===== src/verilog/dds_port_pkg.sv =====
package dds_port_pkg;

    // Serial instruction byte fields
    localparam int INSTR_READ_BIT = 7;
    localparam int INSTR_ADDR_MSB = 3;

    // Serial port timing
    localparam int BITS_PER_BYTE = 8;
    localparam logic [2:0] LAST_BIT = 3'h7;

    // Control word location and reset value
    localparam logic [3:0] CTRL_ADDR = 4'h7;
    localparam logic [5:0] CTRL_BASE = 6'h1D;
    localparam logic [1:0] CTRL_TOP_LANE = 2'h3;
    localparam logic [31:0] CTRL_RESET = 32'h1064_0120;

    // Control word bit positions
    localparam int B_COMP_PD = 28;
    localparam int B_HALT = 27;
    localparam int B_CDAC_PD = 26;
    localparam int B_DAC_PD = 25;
    localparam int B_DIG_PD = 24;
    localparam int B_VCO_GAIN = 22;
    localparam int B_PLL_BYP = 21;
    localparam int B_MULT_MSB = 20;
    localparam int B_MULT_LSB = 16;
    localparam int B_CLR_ACC1 = 15;
    localparam int B_CLR_ALL = 14;
    localparam int B_TRIANGLE = 13;
    localparam int B_MODE_MSB = 11;
    localparam int B_MODE_LSB = 9;
    localparam int B_INT_UPD = 8;
    localparam int B_SINC_BYP = 6;
    localparam int B_KEY_EN = 5;
    localparam int B_KEY_INT = 4;
    localparam int B_LSB_FIRST = 1;
    localparam int B_OUT_ACTIVE = 0;

    // Operating modes
    typedef enum logic [2:0] {
        MODE_SINGLE = 3'h0,
        MODE_FSK = 3'h1,
        MODE_RAMP_FSK = 3'h2,
        MODE_CHIRP = 3'h3,
        MODE_BPSK = 3'h4
    } op_mode_t;

    // Byte base of each serial address; unmapped ones share the last byte of address 11
    localparam logic [15:0][5:0] REG_BASE = {
        6'h27, 6'h27, 6'h27, 6'h27, 6'h26, 6'h25, 6'h23, 6'h21,
        6'h1D, 6'h1A, 6'h16, 6'h10, 6'h0A, 6'h04, 6'h02, 6'h00};

    // Data bytes of each serial address
    localparam logic [15:0][2:0] REG_BYTES = {
        3'h1, 3'h1, 3'h1, 3'h1, 3'h2, 3'h1, 3'h2, 3'h2,
        3'h4, 3'h3, 3'h4, 3'h6, 3'h6, 3'h6, 3'h2, 3'h2};

    // Register bank depth in bytes
    localparam int BANK_BYTES = 40;

    function automatic logic [5:0] reg_base(input logic [3:0] a);
        return REG_BASE[a];
    endfunction

    function automatic logic [2:0] reg_bytes(input logic [3:0] a);
        return REG_BYTES[a];
    endfunction

endpackage


===== src/verilog/reg_bank_mem.sv =====
`timescale 1ns/1ns

// Buffered register bytes, one shared port, registered read data
module reg_bank_mem
    import dds_port_pkg::*;
#(
    parameter int DW = 8,
    parameter int AW = 6,
    parameter int DEPTH = BANK_BYTES
)
(
    // Clock
    input  wire logic          sys_clk,
    // Access port
    input  wire logic          we,
    input  wire logic [AW-1:0] addr,
    input  wire logic [DW-1:0] wdata,
    output logic      [DW-1:0] rdata
);

    typedef struct packed {
        logic [DEPTH-1:0][DW-1:0] mem;   // Byte storage
        logic [DW-1:0]            rd;    // Read register
    } mem_state_t;

    mem_state_t st;
    mem_state_t next_st;

    ////////////////////////////////////////////////////////////////////////
    // Not reset: contents must survive every port resync
    always_comb
    begin
        next_st = st;
        if (int'(addr) < DEPTH)
        begin
            next_st.rd = st.mem[addr];
            if (we)
            begin
                next_st.mem[addr] = wdata;
            end
        end
        else
        begin
            next_st.rd = '0;
        end
    end

    always_ff @(posedge sys_clk)
    begin
        st <= next_st;
    end

    assign rdata = st.rd;

endmodule // reg_bank_mem


===== src/verilog/dds_serial_control_port.sv =====
`timescale 1ns/1ns

module dds_serial_control_port
    import dds_port_pkg::*;
#(
    parameter int UPDATE_PERIOD = 256
)
(
    // Clock and reset
    input  wire logic        sys_clk,
    input  wire logic        rst,
    // Serial port pins
    input  wire logic        sclk,
    input  wire logic        cs_n,
    input  wire logic        port_resync,
    input  wire logic        sdio_in,
    output logic             sdio_out,
    output logic             sdio_oe,
    output logic             serial_out_pin,
    output logic             serial_out_pin_oe,
    // Update strobe pin
    input  wire logic        register_transfer_strobe_in,
    output logic             register_transfer_strobe_out,
    output logic             register_transfer_strobe_oe,
    // Control word outputs
    output logic             comparator_pd,
    output logic             control_dac_pd,
    output logic             full_dac_pd,
    output logic             digital_pd,
    output logic             vco_high_gain,
    output logic             pll_bypass,
    output logic [4:0]       ref_mult,
    output logic             clear_acc1_pulse,
    output logic             clear_acc_hold,
    output logic             triangle_sweep,
    output op_mode_t         op_mode,
    output logic             inv_sinc_bypass,
    output logic             shaped_key_en,
    output logic             shaped_key_internal,
    output logic             halted
);

    typedef enum logic {ST_INSTR, ST_DATA} phase_t;

    typedef struct packed {
        logic [2:0]  sclk_sync;   // Pin synchronisers
        logic [2:0]  cs_sync;
        logic [2:0]  rs_sync;
        logic [2:0]  din_sync;
        logic [2:0]  stb_sync;
        logic        sclk_lvl;    // Filtered levels
        logic        cs_lvl;
        logic        rs_lvl;
        logic        stb_lvl;
        phase_t      phase;       // Instruction or data phase
        logic [2:0]  bit_cnt;     // Rising edges in current byte
        logic [2:0]  byte_cnt;    // Data bytes done
        logic [7:0]  instr;       // Latched instruction
        logic [7:0]  shreg;       // Incoming byte
        logic        out_bit;     // Outgoing data bit
        logic [31:0] ctrl_buf;    // Control word as written
        logic [31:0] ctrl;        // Control word in effect
        logic        clr_pulse;   // Accumulator clear pulse
        logic        halt;        // Sticky halt
        logic [15:0] upd_cnt;     // Internal update divider
        logic        upd_out;     // Internal update strobe
    } port_state_t;

    port_state_t st;
    port_state_t next_st;

    // Filtered level candidates and edges
    logic sclk_new;
    logic cs_new;
    logic rs_new;
    logic stb_new;
    logic rise;
    logic fall;
    logic update;
    logic lsb_first;
    logic [2:0] nbytes;
    logic [2:0] byte_off;
    logic [5:0] byte_addr;
    logic [1:0] lane;
    logic is_ctrl;
    logic [7:0] cur_byte;
    logic [7:0] mem_rdata;
    logic [7:0] assembled;
    logic mem_we;

    // A change counts once the second and third stages agree
    function automatic logic filt(input logic [2:0] s, input logic lvl);
        return (s[2] == s[1]) ? s[2] : lvl;
    endfunction

    ////////////////////////////////////////////////////////////////////////
    // Address arithmetic for the current data byte
    always_comb
    begin
        lsb_first = st.ctrl[B_LSB_FIRST];
        nbytes = reg_bytes(st.instr[INSTR_ADDR_MSB:0]);
        // LSB-first walks the register from its low-order byte
        byte_off = lsb_first ? 3'(nbytes - 3'h1 - st.byte_cnt)
                             : st.byte_cnt;
        byte_addr = 6'(reg_base(st.instr[INSTR_ADDR_MSB:0]) + 6'(byte_off));
        is_ctrl = (st.instr[INSTR_ADDR_MSB:0] == CTRL_ADDR);
        lane = 2'(CTRL_TOP_LANE - 2'(byte_addr - CTRL_BASE));
        cur_byte = is_ctrl ? st.ctrl_buf[8*lane +: 8] : mem_rdata;
    end

    ////////////////////////////////////////////////////////////////////////
    // Edge finding on the synchronised pins
    always_comb
    begin
        sclk_new = filt(st.sclk_sync, st.sclk_lvl);
        cs_new = filt(st.cs_sync, st.cs_lvl);
        rs_new = filt(st.rs_sync, st.rs_lvl);
        stb_new = filt(st.stb_sync, st.stb_lvl);
        rise = sclk_new && !st.sclk_lvl;
        fall = !sclk_new && st.sclk_lvl;
        assembled = lsb_first ? {st.din_sync[2], st.shreg[7:1]}
                              : {st.shreg[6:0], st.din_sync[2]};
        // Internal or external update source, none once halted
        if (st.halt)
        begin
            update = 1'b0;
        end
        else if (st.ctrl[B_INT_UPD])
        begin
            update = st.upd_out;
        end
        else
        begin
            update = stb_new && !st.stb_lvl;
        end
        mem_we = !rs_new && !cs_new && rise && st.phase == ST_DATA
                 && st.bit_cnt == LAST_BIT && !st.instr[INSTR_READ_BIT]
                 && !is_ctrl;
    end

    ////////////////////////////////////////////////////////////////////////
    // Next state of the whole port
    always_comb
    begin
        next_st = st;
        next_st.sclk_sync = {st.sclk_sync[1:0], sclk};
        next_st.cs_sync = {st.cs_sync[1:0], cs_n};
        next_st.rs_sync = {st.rs_sync[1:0], port_resync};
        next_st.din_sync = {st.din_sync[1:0], sdio_in};
        next_st.stb_sync = {st.stb_sync[1:0], register_transfer_strobe_in};
        next_st.sclk_lvl = sclk_new;
        next_st.cs_lvl = cs_new;
        next_st.rs_lvl = rs_new;
        next_st.stb_lvl = stb_new;
        next_st.clr_pulse = 1'b0;

        // Internal update generator
        next_st.upd_out = 1'b0;
        if (st.upd_cnt == 16'(UPDATE_PERIOD - 1))
        begin
            next_st.upd_cnt = '0;
            next_st.upd_out = 1'b1;
        end
        else
        begin
            next_st.upd_cnt = 16'(st.upd_cnt + 16'h0001);
        end

        // Transfer buffer to the live word; port setup changes here
        if (update)
        begin
            next_st.ctrl = st.ctrl_buf;
            if (st.ctrl_buf[B_CLR_ACC1])
            begin
                next_st.clr_pulse = 1'b1;
                next_st.ctrl_buf[B_CLR_ACC1] = 1'b0;
                next_st.ctrl[B_CLR_ACC1] = 1'b0;
            end
            if (st.ctrl_buf[B_HALT])
            begin
                next_st.halt = 1'b1;
            end
        end

        // Resync aborts, registers untouched
        if (rs_new)
        begin
            next_st.phase = ST_INSTR;
            next_st.bit_cnt = '0;
            next_st.byte_cnt = '0;
            next_st.out_bit = 1'b0;
        end
        // Edges while deselected are ignored, so the cycle resumes
        else if (!cs_new && rise)
        begin
            next_st.shreg = assembled;
            next_st.bit_cnt = 3'(st.bit_cnt + 3'h1);
            if (st.bit_cnt == LAST_BIT)
            begin
                if (st.phase == ST_INSTR)
                begin
                    next_st.instr = assembled;
                    next_st.phase = ST_DATA;
                    next_st.byte_cnt = '0;
                end
                else
                begin
                    // A write here lands after any update, so it wins
                    if (!st.instr[INSTR_READ_BIT] && is_ctrl)
                    begin
                        next_st.ctrl_buf[8*lane +: 8] = assembled;
                    end
                    next_st.byte_cnt = 3'(st.byte_cnt + 3'h1);
                    if (st.byte_cnt == 3'(nbytes - 3'h1))
                    begin
                        next_st.phase = ST_INSTR;
                    end
                end
            end
        end
        // Read data leaves on falling edges
        else if (!cs_new && fall && st.phase == ST_DATA
                 && st.instr[INSTR_READ_BIT])
        begin
            next_st.out_bit = lsb_first ? cur_byte[st.bit_cnt]
                                        : cur_byte[3'(LAST_BIT - st.bit_cnt)];
        end
    end

    ////////////////////////////////////////////////////////////////////////
    // State register; master reset also clears the halt
    always_ff @(posedge sys_clk)
    begin
        if (rst)
        begin
            st <= '0;
            st.sclk_lvl <= 1'b0;
            st.cs_lvl <= 1'b1;
            st.cs_sync <= 3'h7;
            st.phase <= ST_INSTR;
            st.ctrl_buf <= CTRL_RESET;
            st.ctrl <= CTRL_RESET;
        end
        else
        begin
            st <= next_st;
        end
    end

    // Non-control register bytes; never reset by resync
    reg_bank_mem #(
        .DW    (8),
        .AW    (6),
        .DEPTH (BANK_BYTES)
    ) u_bank (
        .sys_clk (sys_clk),
        .we      (mem_we),
        .addr    (byte_addr),
        .wdata   (assembled),
        .rdata   (mem_rdata)
    );

    ////////////////////////////////////////////////////////////////////////
    // Pin drive: single-pin mode uses sdio, two-wire uses the out pin
    assign sdio_out = st.out_bit;
    assign serial_out_pin = st.out_bit;
    assign sdio_oe = !st.cs_lvl && !st.rs_lvl && st.phase == ST_DATA
                     && st.instr[INSTR_READ_BIT]
                     && !st.ctrl[B_OUT_ACTIVE];
    assign serial_out_pin_oe = !st.cs_lvl && st.ctrl[B_OUT_ACTIVE];
    assign register_transfer_strobe_out = st.upd_out;
    assign register_transfer_strobe_oe = st.ctrl[B_INT_UPD];

    // Control word fields to the rest of the device
    assign comparator_pd = st.ctrl[B_COMP_PD];
    assign control_dac_pd = st.ctrl[B_CDAC_PD];
    assign full_dac_pd = st.ctrl[B_DAC_PD];
    assign digital_pd = st.ctrl[B_DIG_PD];
    assign vco_high_gain = st.ctrl[B_VCO_GAIN];
    assign pll_bypass = st.ctrl[B_PLL_BYP];
    assign ref_mult = st.ctrl[B_MULT_MSB:B_MULT_LSB];
    assign clear_acc1_pulse = st.clr_pulse;
    assign clear_acc_hold = st.ctrl[B_CLR_ALL];
    assign triangle_sweep = st.ctrl[B_TRIANGLE];
    assign op_mode = op_mode_t'(st.ctrl[B_MODE_MSB:B_MODE_LSB]);
    assign inv_sinc_bypass = st.ctrl[B_SINC_BYP];
    assign shaped_key_en = st.ctrl[B_KEY_EN];
    assign shaped_key_internal = st.ctrl[B_KEY_INT];
    assign halted = st.halt;
endmodule // dds_serial_control_port


===== config.mk =====
export PLATFORM = sky130hd
export DESIGN_NAME = dds_serial_control_port
export DESIGN_NICKNAME = d
export VERILOG_FILES = /design/src/verilog/dds_port_pkg.sv /design/src/verilog/reg_bank_mem.sv /design/src/verilog/dds_serial_control_port.sv
export SDC_FILE = /design/constraint.sdc
export NUM_CORES = 1
export LEC_CHECK = 0
export ABC_AREA = 1
export BUFFER_PORTS_ARGS = -buffer_cell sky130_fd_sc_hd__buf_2
export CORE_MARGIN = 2
export CORE_UTILIZATION = 41
export DETAILED_ROUTE_END_ITERATION = 8
export GPL_TIMING_DRIVEN = 0
export PLACE_DENSITY = 0.67
export SLEW_MARGIN = 15
export SYNTH_ARGS = -nofsm -noshare
export SYNTH_HDL_FRONTEND = slang
export SYNTH_SLANG_ARGS = --single-unit

===== constraint.sdc =====
create_clock -name sys_clk -period 6.2 [get_ports sys_clk]
set_clock_uncertainty 0.1 [all_clocks]
set_input_delay 1.24 -clock sys_clk [delete_from_list [all_inputs] [get_ports sys_clk]]
set_output_delay 1.24 -clock sys_clk [all_outputs]
set_load 0.01 [all_outputs]

==> qor.csv, run 1 <==
stage;metric;value;unit
die;Core Box Area;44410;um^2
critical_path;WP depth;12;
cts;Worst-path clk slew;60;ps
global_routing;vias in the first global route;12580;
critical_path;Slowest cell on crit path;nor2_1;
sta;Worst slew margin;30.90;%
layout;share of layout cells above drive strength 1;10.70;%
global_routing;largest net degree at the start of global routing;43;
sta;Tmin final;5252;ps
global_routing;initial antenna violation count;0;
cts;CTS tree;done;
die;die width;216.6;um
critical_path;RR Endpoint;u_bank.st[170];
die;IO Count;34;
cts;Clk Latency, worst-skew pair;560;ps
sta;TNS Setup;0;ps
detailed_routing;Pre-antenna DRT Iters;5;
logic_synthesis;Synth Cell Area;18520;um^2
sta;RSZ-0062 raised after global routing;no;
cts;CTS sink count;450;
detailed_routing;via count;12990;
power;VDD IR max;0.1952;mV
hold_path;worst min-delay path class;flip-flop to flip-flop;
placement;Detail Placement HPWL;32510;um
sta;Max Clock Freq;0.1904;GHz
sta;fin crit share;84.71;%
sta;final hold vios;0;
power;Total Power;6112;uW
global_routing;Global Route Usage Sum;20.07;%
critical_path;Setup crit start;nbytes[0];
detailed_routing;DR iter-0 viols;1215;
die;# rows;77;
global_routing;first-pass GRT wire length;72120;um
cts;clk buf depth;3;
critical_path;critical path type;flip-flop to flip-flop;
die;die span in y;216.6;um
layout;NumNets Final;1851;
layout;synth-to-layout area growth;14.71;%
sta;Final Slew Violations;0;
critical_path;worst reg-to-reg path cell count;12;
critical_path;Buf+Inv Stages, Crit Path;5;
critical_path;worst path required time;6280;ps
detailed_routing;drt wl/cell;19.19;um
cts;Num CTS Buffers;45;
logic_synthesis;Synth Flop Type;edfxtp_1;
placement;dpl cell area;19660;um^2
global_routing;global route total overflow;0;
die;total die area;46890;um^2
logic_synthesis;post-synthesis cell count;1737;
logic_synthesis;syn avg cell area;10.66;um^2
detailed_routing;final WL;47050;um
detailed_routing;drt via density;5.296;
cts;H-Tree Depth;2;
layout;Ant. Diodes;0;
die;starting density of the core;41.70;%
status;run status;finished clean;
critical_path;CP cell instances;inv_1 > ha_1 > fa_1 > o21ai_0 > inv_1 > fa_1 > clkbuf_1 > nand2_2 > inv_1 > clkbuf_1 > nand2_1 > nor2_1;
critical_path;CP top delay family;simple AND/OR/NAND/NOR gates;
sta;final-report setup violation count;0;
cts;hold_buf cts;0;
critical_path;Crit Path Max Fanout;10;
job;Max Cap Violations;0;
power;PwrDens;287.7;nW/um^2
detailed_routing;Post-DRT Antenna Nets;0;
logic_synthesis;Post-synth EDFFs;320;
power;total leakage power;0.007719;uW
critical_path;CP startpoint kind;flip-flop;
cts;post-CTS setup buffer count;0;
sta;Worst Max-Slew Pin Slew;1033;ps
logic_synthesis;Unique masters post-synth;49;
logic_synthesis;Synth warnings;0;
critical_path;element type at the critical path end;flip-flop;
logic_synthesis;sequential fraction of the synthesis area;65.93;%
critical_path;crit path to;u_bank.st[170];
critical_path;CP arrival;5330;ps
cts;CTS root buf;clkbuf_16;
placement;Placer Congestion;0.9259;
critical_path;most used cell, CP;inv_1;
critical_path;CP max stage delay;740;ps
logic_synthesis;flops & latches, synth;450;
cts;post_cts resized;0;
placement;IO Port Bufs;32;
logic_synthesis;post-synth net total;1764;
critical_path;setup slack, reg-to-reg;950;ps
detailed_routing;DRC Markers;0;
layout;post-route cell area;21250;um^2
logic_synthesis;async set or reset register ratio after synthesis;0;%
critical_path;Critical R2R Launch;nbytes[0];
cell type report:
cell class,instances,area [um^2]
timing repair buffer,40,350.3
fill,3965,23170
clock buffer,59,1281
sequential,450,12210
multi-input combinational,1072,5464
buffer,82,391.6
inverter,133,500.5
tap,592,740.7
clock inverter,24,306.5
worst register-to-register path, cell delays in order (launching register included):
cell and delay, ps:
dfxtp_1 330, inv_1 40, ha_1 320, fa_1 450, o21ai_0 290, inv_1 100
fa_1 610, clkbuf_1 450, nand2_2 310, inv_1 310, clkbuf_1 430, nand2_1 390
nor2_1 740
placed cells by master (no fill, tap or decap), drive strengths merged, types with 15 or more instances in the layout:
| cell | instances |
|---|---|
| clkbuf | 93 |
| edfxtp | 320 |
| o22ai | 27 |
| nor2 | 205 |
| nand4 | 21 |
| or2 | 16 |
| mux2i | 52 |
| ha | 18 |
| nand2 | 378 |
| inv | 131 |
| buf | 88 |
| nand3 | 71 |
| clkinv | 15 |
| dfxtp | 130 |
| o21ai | 93 |
| a21oi | 109 |
cell usage after synthesis, types with 2 or more instances:
cell type  instances  area [um^2]
buf_1              8        30.03
mux2i_1           52        520.5
nor3_4             2        32.53
inv_1            124        465.5
o22ai_1           27        168.9
clkinv_1           3        11.26
a21oi_1          108        540.5
or2_2             15        93.84
nor3b_1            2        15.01
a31oi_1            5        31.28
nor4_1            14        87.58
nand2_1          375         1408
xnor2_1            2        17.52
nor2_1           196        735.7
xor2_1             5        43.79
fa_1               2        40.04
a22oi_1            5        37.54
o21a_1             3        22.52
nor2_2             5        31.28
nand3_1           71        355.3
nor3_1             9        45.04
nor2_4             4        45.04
o211ai_1           6        45.04
ha_1              18        225.2
nand2_2            2        12.51
o22a_1             5        43.79
clkbuf_1          34        127.6
a211oi_1          12        90.09
o21ai_1            7        35.03
nand4_1           21        131.4
buf_2             28        140.1
o21ai_0           84        420.4
inv_2              5        18.77
edfxtp_1         320         9609
o221ai_1           4        35.03
dfxtp_1          130         2603
buf_4             11        82.58
o31ai_1            2        15.01
how the worst min path moves through the flow:
stage	startpoint	endpoint	slack, ps	cells past startpoint
global route	next_st[112]	next_st[113]	320	2
global placement	next_st[118]	next_st[119]	290	2
CTS	next_st[124]	next_st[125]	310	2
floorplan	next_st[112]	next_st[113]	290	2
finish	next_st[116]	st[116]	310	2
detailed placement	next_st[121]	next_st[122]	300	1
layer usage:
layer | vias to the layer above | routed length (um) | GRT usage, %
li1 | 6140 | - | -
met1 | 6273 | 20130 | 26.36
met2 | 477 | 22120 | 33.41
met3 | 95 | 3132 | 3.284
met4 | 0 | 1663 | 7.694
met5 | - | 0 | 0
cell families after synthesis:
kind of cell | count (synthesis) | synth area share (%)
multiplexers | 52 | 2.810
XOR/XNOR | 8 | 0.4188
AND/OR/NAND/NOR | 719 | 16.30
adder cells (fa/ha/maj) | 20 | 1.432
flip-flops | 450 | 65.93
buffers and inverters | 215 | 4.816
AO/OA/AOI/OAI | 273 | 8.295
stage by stage:
step	cells	util, %	hold WS [ps]	worst slack, ps
3_5_place_dp	2369	44.26	296.0	941.9
6_report	2452	47.84	306.0	948.0
2_1_floorplan	1737	-	288.3	2353
4_1_cts	2452	47.84	308.3	934.0
5_1_grt	2452	47.84	322.6	664.4
3_3_place_gp	2361	43.73	289.7	320.4
registers in the layout (all words and copies together), names as in the netlist, 3 cells and up, named ones only:
register and flops:
u_bank.rdata 8, st 78, nbytes 3, next_st 10, u_bank.st 320, op_mode 3, ref_mult 5
report_power, final:
part	leakage (uW)	internal (uW)	switching (uW)	total [uW]
Combinational	0.00308	9.00	23.1	32.1
Clock	0.000767	1750	1140	2890
Sequential	0.00387	3190	2.31	3190
Total	0.00772	4940	1170	6110
No activity file was read; power rests on OpenSTA's default activity.
==> run 2, diff against run 1 <==
- PLACE_DENSITY: 0.67 -> 0.69
- clock period: 6.2 -> 4.27 ns (I/O delays scaled with it)
==> run 2 against run 1 <==
Effect of this change:
- wire length is 1.3% higher
- highest routed layer unchanged
- maximum frequency is 29% higher
- final cell count is 1.1% higher
==> qor.csv, run 2 (synthesized netlist as in run 1, its figures left out) <==
stage;metric;value;unit;change
cts;CTS tree;done;;
layout;Ant. Diodes;0;;unchanged
die;starting density of the core;41.70;%;unchanged
layout;final-layout fill cell count;3882;;-2.1%
critical_path;worst path required time;4430;ps;-1850 ps
layout;post-route cell area;21930;um^2;+3.2%
detailed_routing;via count;13150;;+1.2%
cts;Worst-path clk slew;60;ps;about the same
layout;NumNets Final;1877;;+1.4%
hold_path;Worst Hold Launch;next_st[116];;
layout;share of layout cells above drive strength 1;15.21;%;+4.5 points
global_routing;global route total overflow;0;;unchanged
power;Gate power share;0.5;%;about the same
sta;Final Slew Violations;0;;unchanged
placement;Placer Congestion;0.9303;;+0.48%
cts;CTS root buf;clkbuf_16;;
layout;area occupied by multi-input gates;5871;um^2;+7.4%
layout;commonest non-fill, non-tap cells in the layout;nand2_1, edfxtp_1, nor2_1;;
sta;fin crit share;95.66;%;+11 points
power;Total Power;8692;uW;+42%
global_routing;Global Route Usage Sum;20.37;%;+0.29 points
cts;Num CTS Buffers;46;;+2.2%
cts;clk buf depth;3;;unchanged
global_routing;largest net degree at the start of global routing;43;;unchanged
sta;RSZ-0062 raised after global routing;no;;
critical_path;worst reg-to-reg path cell count;15;;+3
hold_path;sink of the worst hold path;st[116];;
sta;final worst slack;185.4;ps;-762.7 ps
die;IO Count;34;;unchanged
critical_path;RR Endpoint;u_bank.st[70];;
die;die span in y;216.6;um;unchanged
power;PwrDens;396.3;nW/um^2;+38%
sta;Worst Max-Slew Pin Slew;886.3;ps;-146.4 ps
power;Sw Ratio;19.67;%;+0.54 points
placement;dpl cell area;19620;um^2;-0.20%
power;part of the power in registers;53.3;%;+1.1 points
detailed_routing;final WL;47680;um;+1.3%
sta;Worst slew margin;40.69;%;+9.8 points
power;total leakage power;0.007991;uW;+3.5%
detailed_routing;Post-DRT Antenna Nets;0;;unchanged
layout;Storage cell area;12210;um^2;unchanged
critical_path;critical path type;flip-flop to flip-flop;;
placement;IO Port Bufs;32;;unchanged
sta;Max Clock Freq;0.2448;GHz;+29%
detailed_routing;Pre-antenna DRT Iters;6;;+1
critical_path;CP arrival;4240;ps;-1090 ps
critical_path;setup slack, reg-to-reg;190;ps;-760 ps
power;cell-internal power;6983;uW;+41%
die;die width;216.6;um;unchanged
sta;final-report setup violation count;0;;unchanged
critical_path;element type at the critical path end;flip-flop;;
die;total die area;46890;um^2;unchanged
die;# rows;77;;unchanged
placement;pre-CTS setup slack;-1001;ps;-1943 ps
layout;max reg flops;320;;unchanged
layout;synth-to-layout area growth;18.41;%;
hold_path;worst min-delay path class;flip-flop to flip-flop;;
critical_path;Crit Path Max Fanout;8;;-2
detailed_routing;DRC Markers;0;;unchanged
hold_path;hold depth;2;;unchanged
layout;commonest non-fill, non-tap cell in the layout;nand2_1;;
critical_path;Critical R2R Launch;nbytes[0];;
global_routing;first-pass GRT wire length;73010;um;+1.2%
power;sw power;1709;uW;+46%
detailed_routing;drt wl/cell;19.23;um;+0.23%
power;Clock power frac;46.2;%;-1.1 points
critical_path;CP startpoint kind;flip-flop;;
detailed_routing;DR iter-0 viols;1253;;+3.1%
power;VDD IR max;0.2696;mV;+38%
global_routing;initial antenna violation count;0;;unchanged
sta;TNS Setup;0;ps;unchanged
cts;Clk Latency, worst-skew pair;580;ps;+20 ps
placement;Detail Placement HPWL;32480;um;about the same
layout;most flop-heavy register;u_bank.st;;
cts;H-Tree Depth;2;;unchanged
status;run status;finished clean;;
detailed_routing;drt via density;5.303;;+0.14%
die;Core Box Area;44410;um^2;unchanged
cts;CTS sink count;450;;unchanged
job;Max Cap Violations;0;;unchanged
global_routing;vias in the first global route;12900;;+2.5%
sta;Tmin final;4085;ps;-1167 ps
sta;final hold vios;0;;unchanged
-- run 2: cell count changes in the layout (fill, tap and decap cells not counted), sizes merged --
cell and change:
buf +28, bufinv -4, clkbuf +1, clkinv +7
clkinvlp -3, inv -2
-- run 2: power groups by stage --
stage          combinational (uW)  clock [uW]  sequential, uW
2_1_floorplan                27.2           0            4720
3_3_place_gp                 42.4           0            4720
3_5_place_dp                 45.0           0            4720
4_1_cts                      45.3        4070            4630
5_1_grt                      50.4        4230            4630
6_report                     44.8        4020            4630
-- run 2: area by class of cell --
class	instances	share of cell area, %
tap	592	3.377
multi-input combinational	1072	26.77
clock buffer	63	6.007
inverter	133	2.299
buffer	80	1.803
sequential	450	55.68
timing repair buffer	67	3.149
clock inverter	22	0.9185
-- run 2: worst max-delay path, cell delays in order (launching register included) --
cell and delay [ps]:
dfxtp_1 340, inv_1 50, ha_1 330, fa_1 490
o21ai_2 190, inv_1 80, fa_1 400, or2_1 260
a21oi_2 170, xor2_2 220, nand2_1 90, inv_1 70
o21ai_1 150, nor2_4 300, nand2_4 200, nor2_4 310
-- run 2: through the flow --
stage,hold slack [ps],std cells,utilization (%)
final,306.1,2479,49.38
after global routing,320.6,2479,49.38
after CTS,312.2,2477,49.05
after detailed placement,293.2,2367,44.17
after global placement,294.0,2361,43.73
after floorplan,288.3,1737,-
-- run 2: metal layers --
metal / track usage (%) / share of wire, % / up-vias
met1: 25.97 / 41 / 6305
met4: 9.110 / 3.6 / 0
met5: 0 / 0 / -
met3: 3.621 / 7.2 / 101
met2: 33.97 / 49 / 533
li1: - / - / 6208
-- run 2: timing repair --
item	4_1_cts	5_1_grt
setup buffers	25	4
gates resized for setup	101	23
hold buffers	0	0
endpoints found under the setup margin	329	353
endpoints found under the hold margin	0	0
pin swaps	18	8
-- run 2: worst max path at each step --
stage          startpoint        endpoint
3_5_place_dp    nbytes[0]   u_bank.st[43]
3_3_place_gp    lsb_first          st[80]
5_1_grt         nbytes[0]   u_bank.st[64]
6_report        nbytes[0]   u_bank.st[70]
2_1_floorplan   nbytes[0]   u_bank.st[40]
4_1_cts         nbytes[0]  u_bank.st[305]
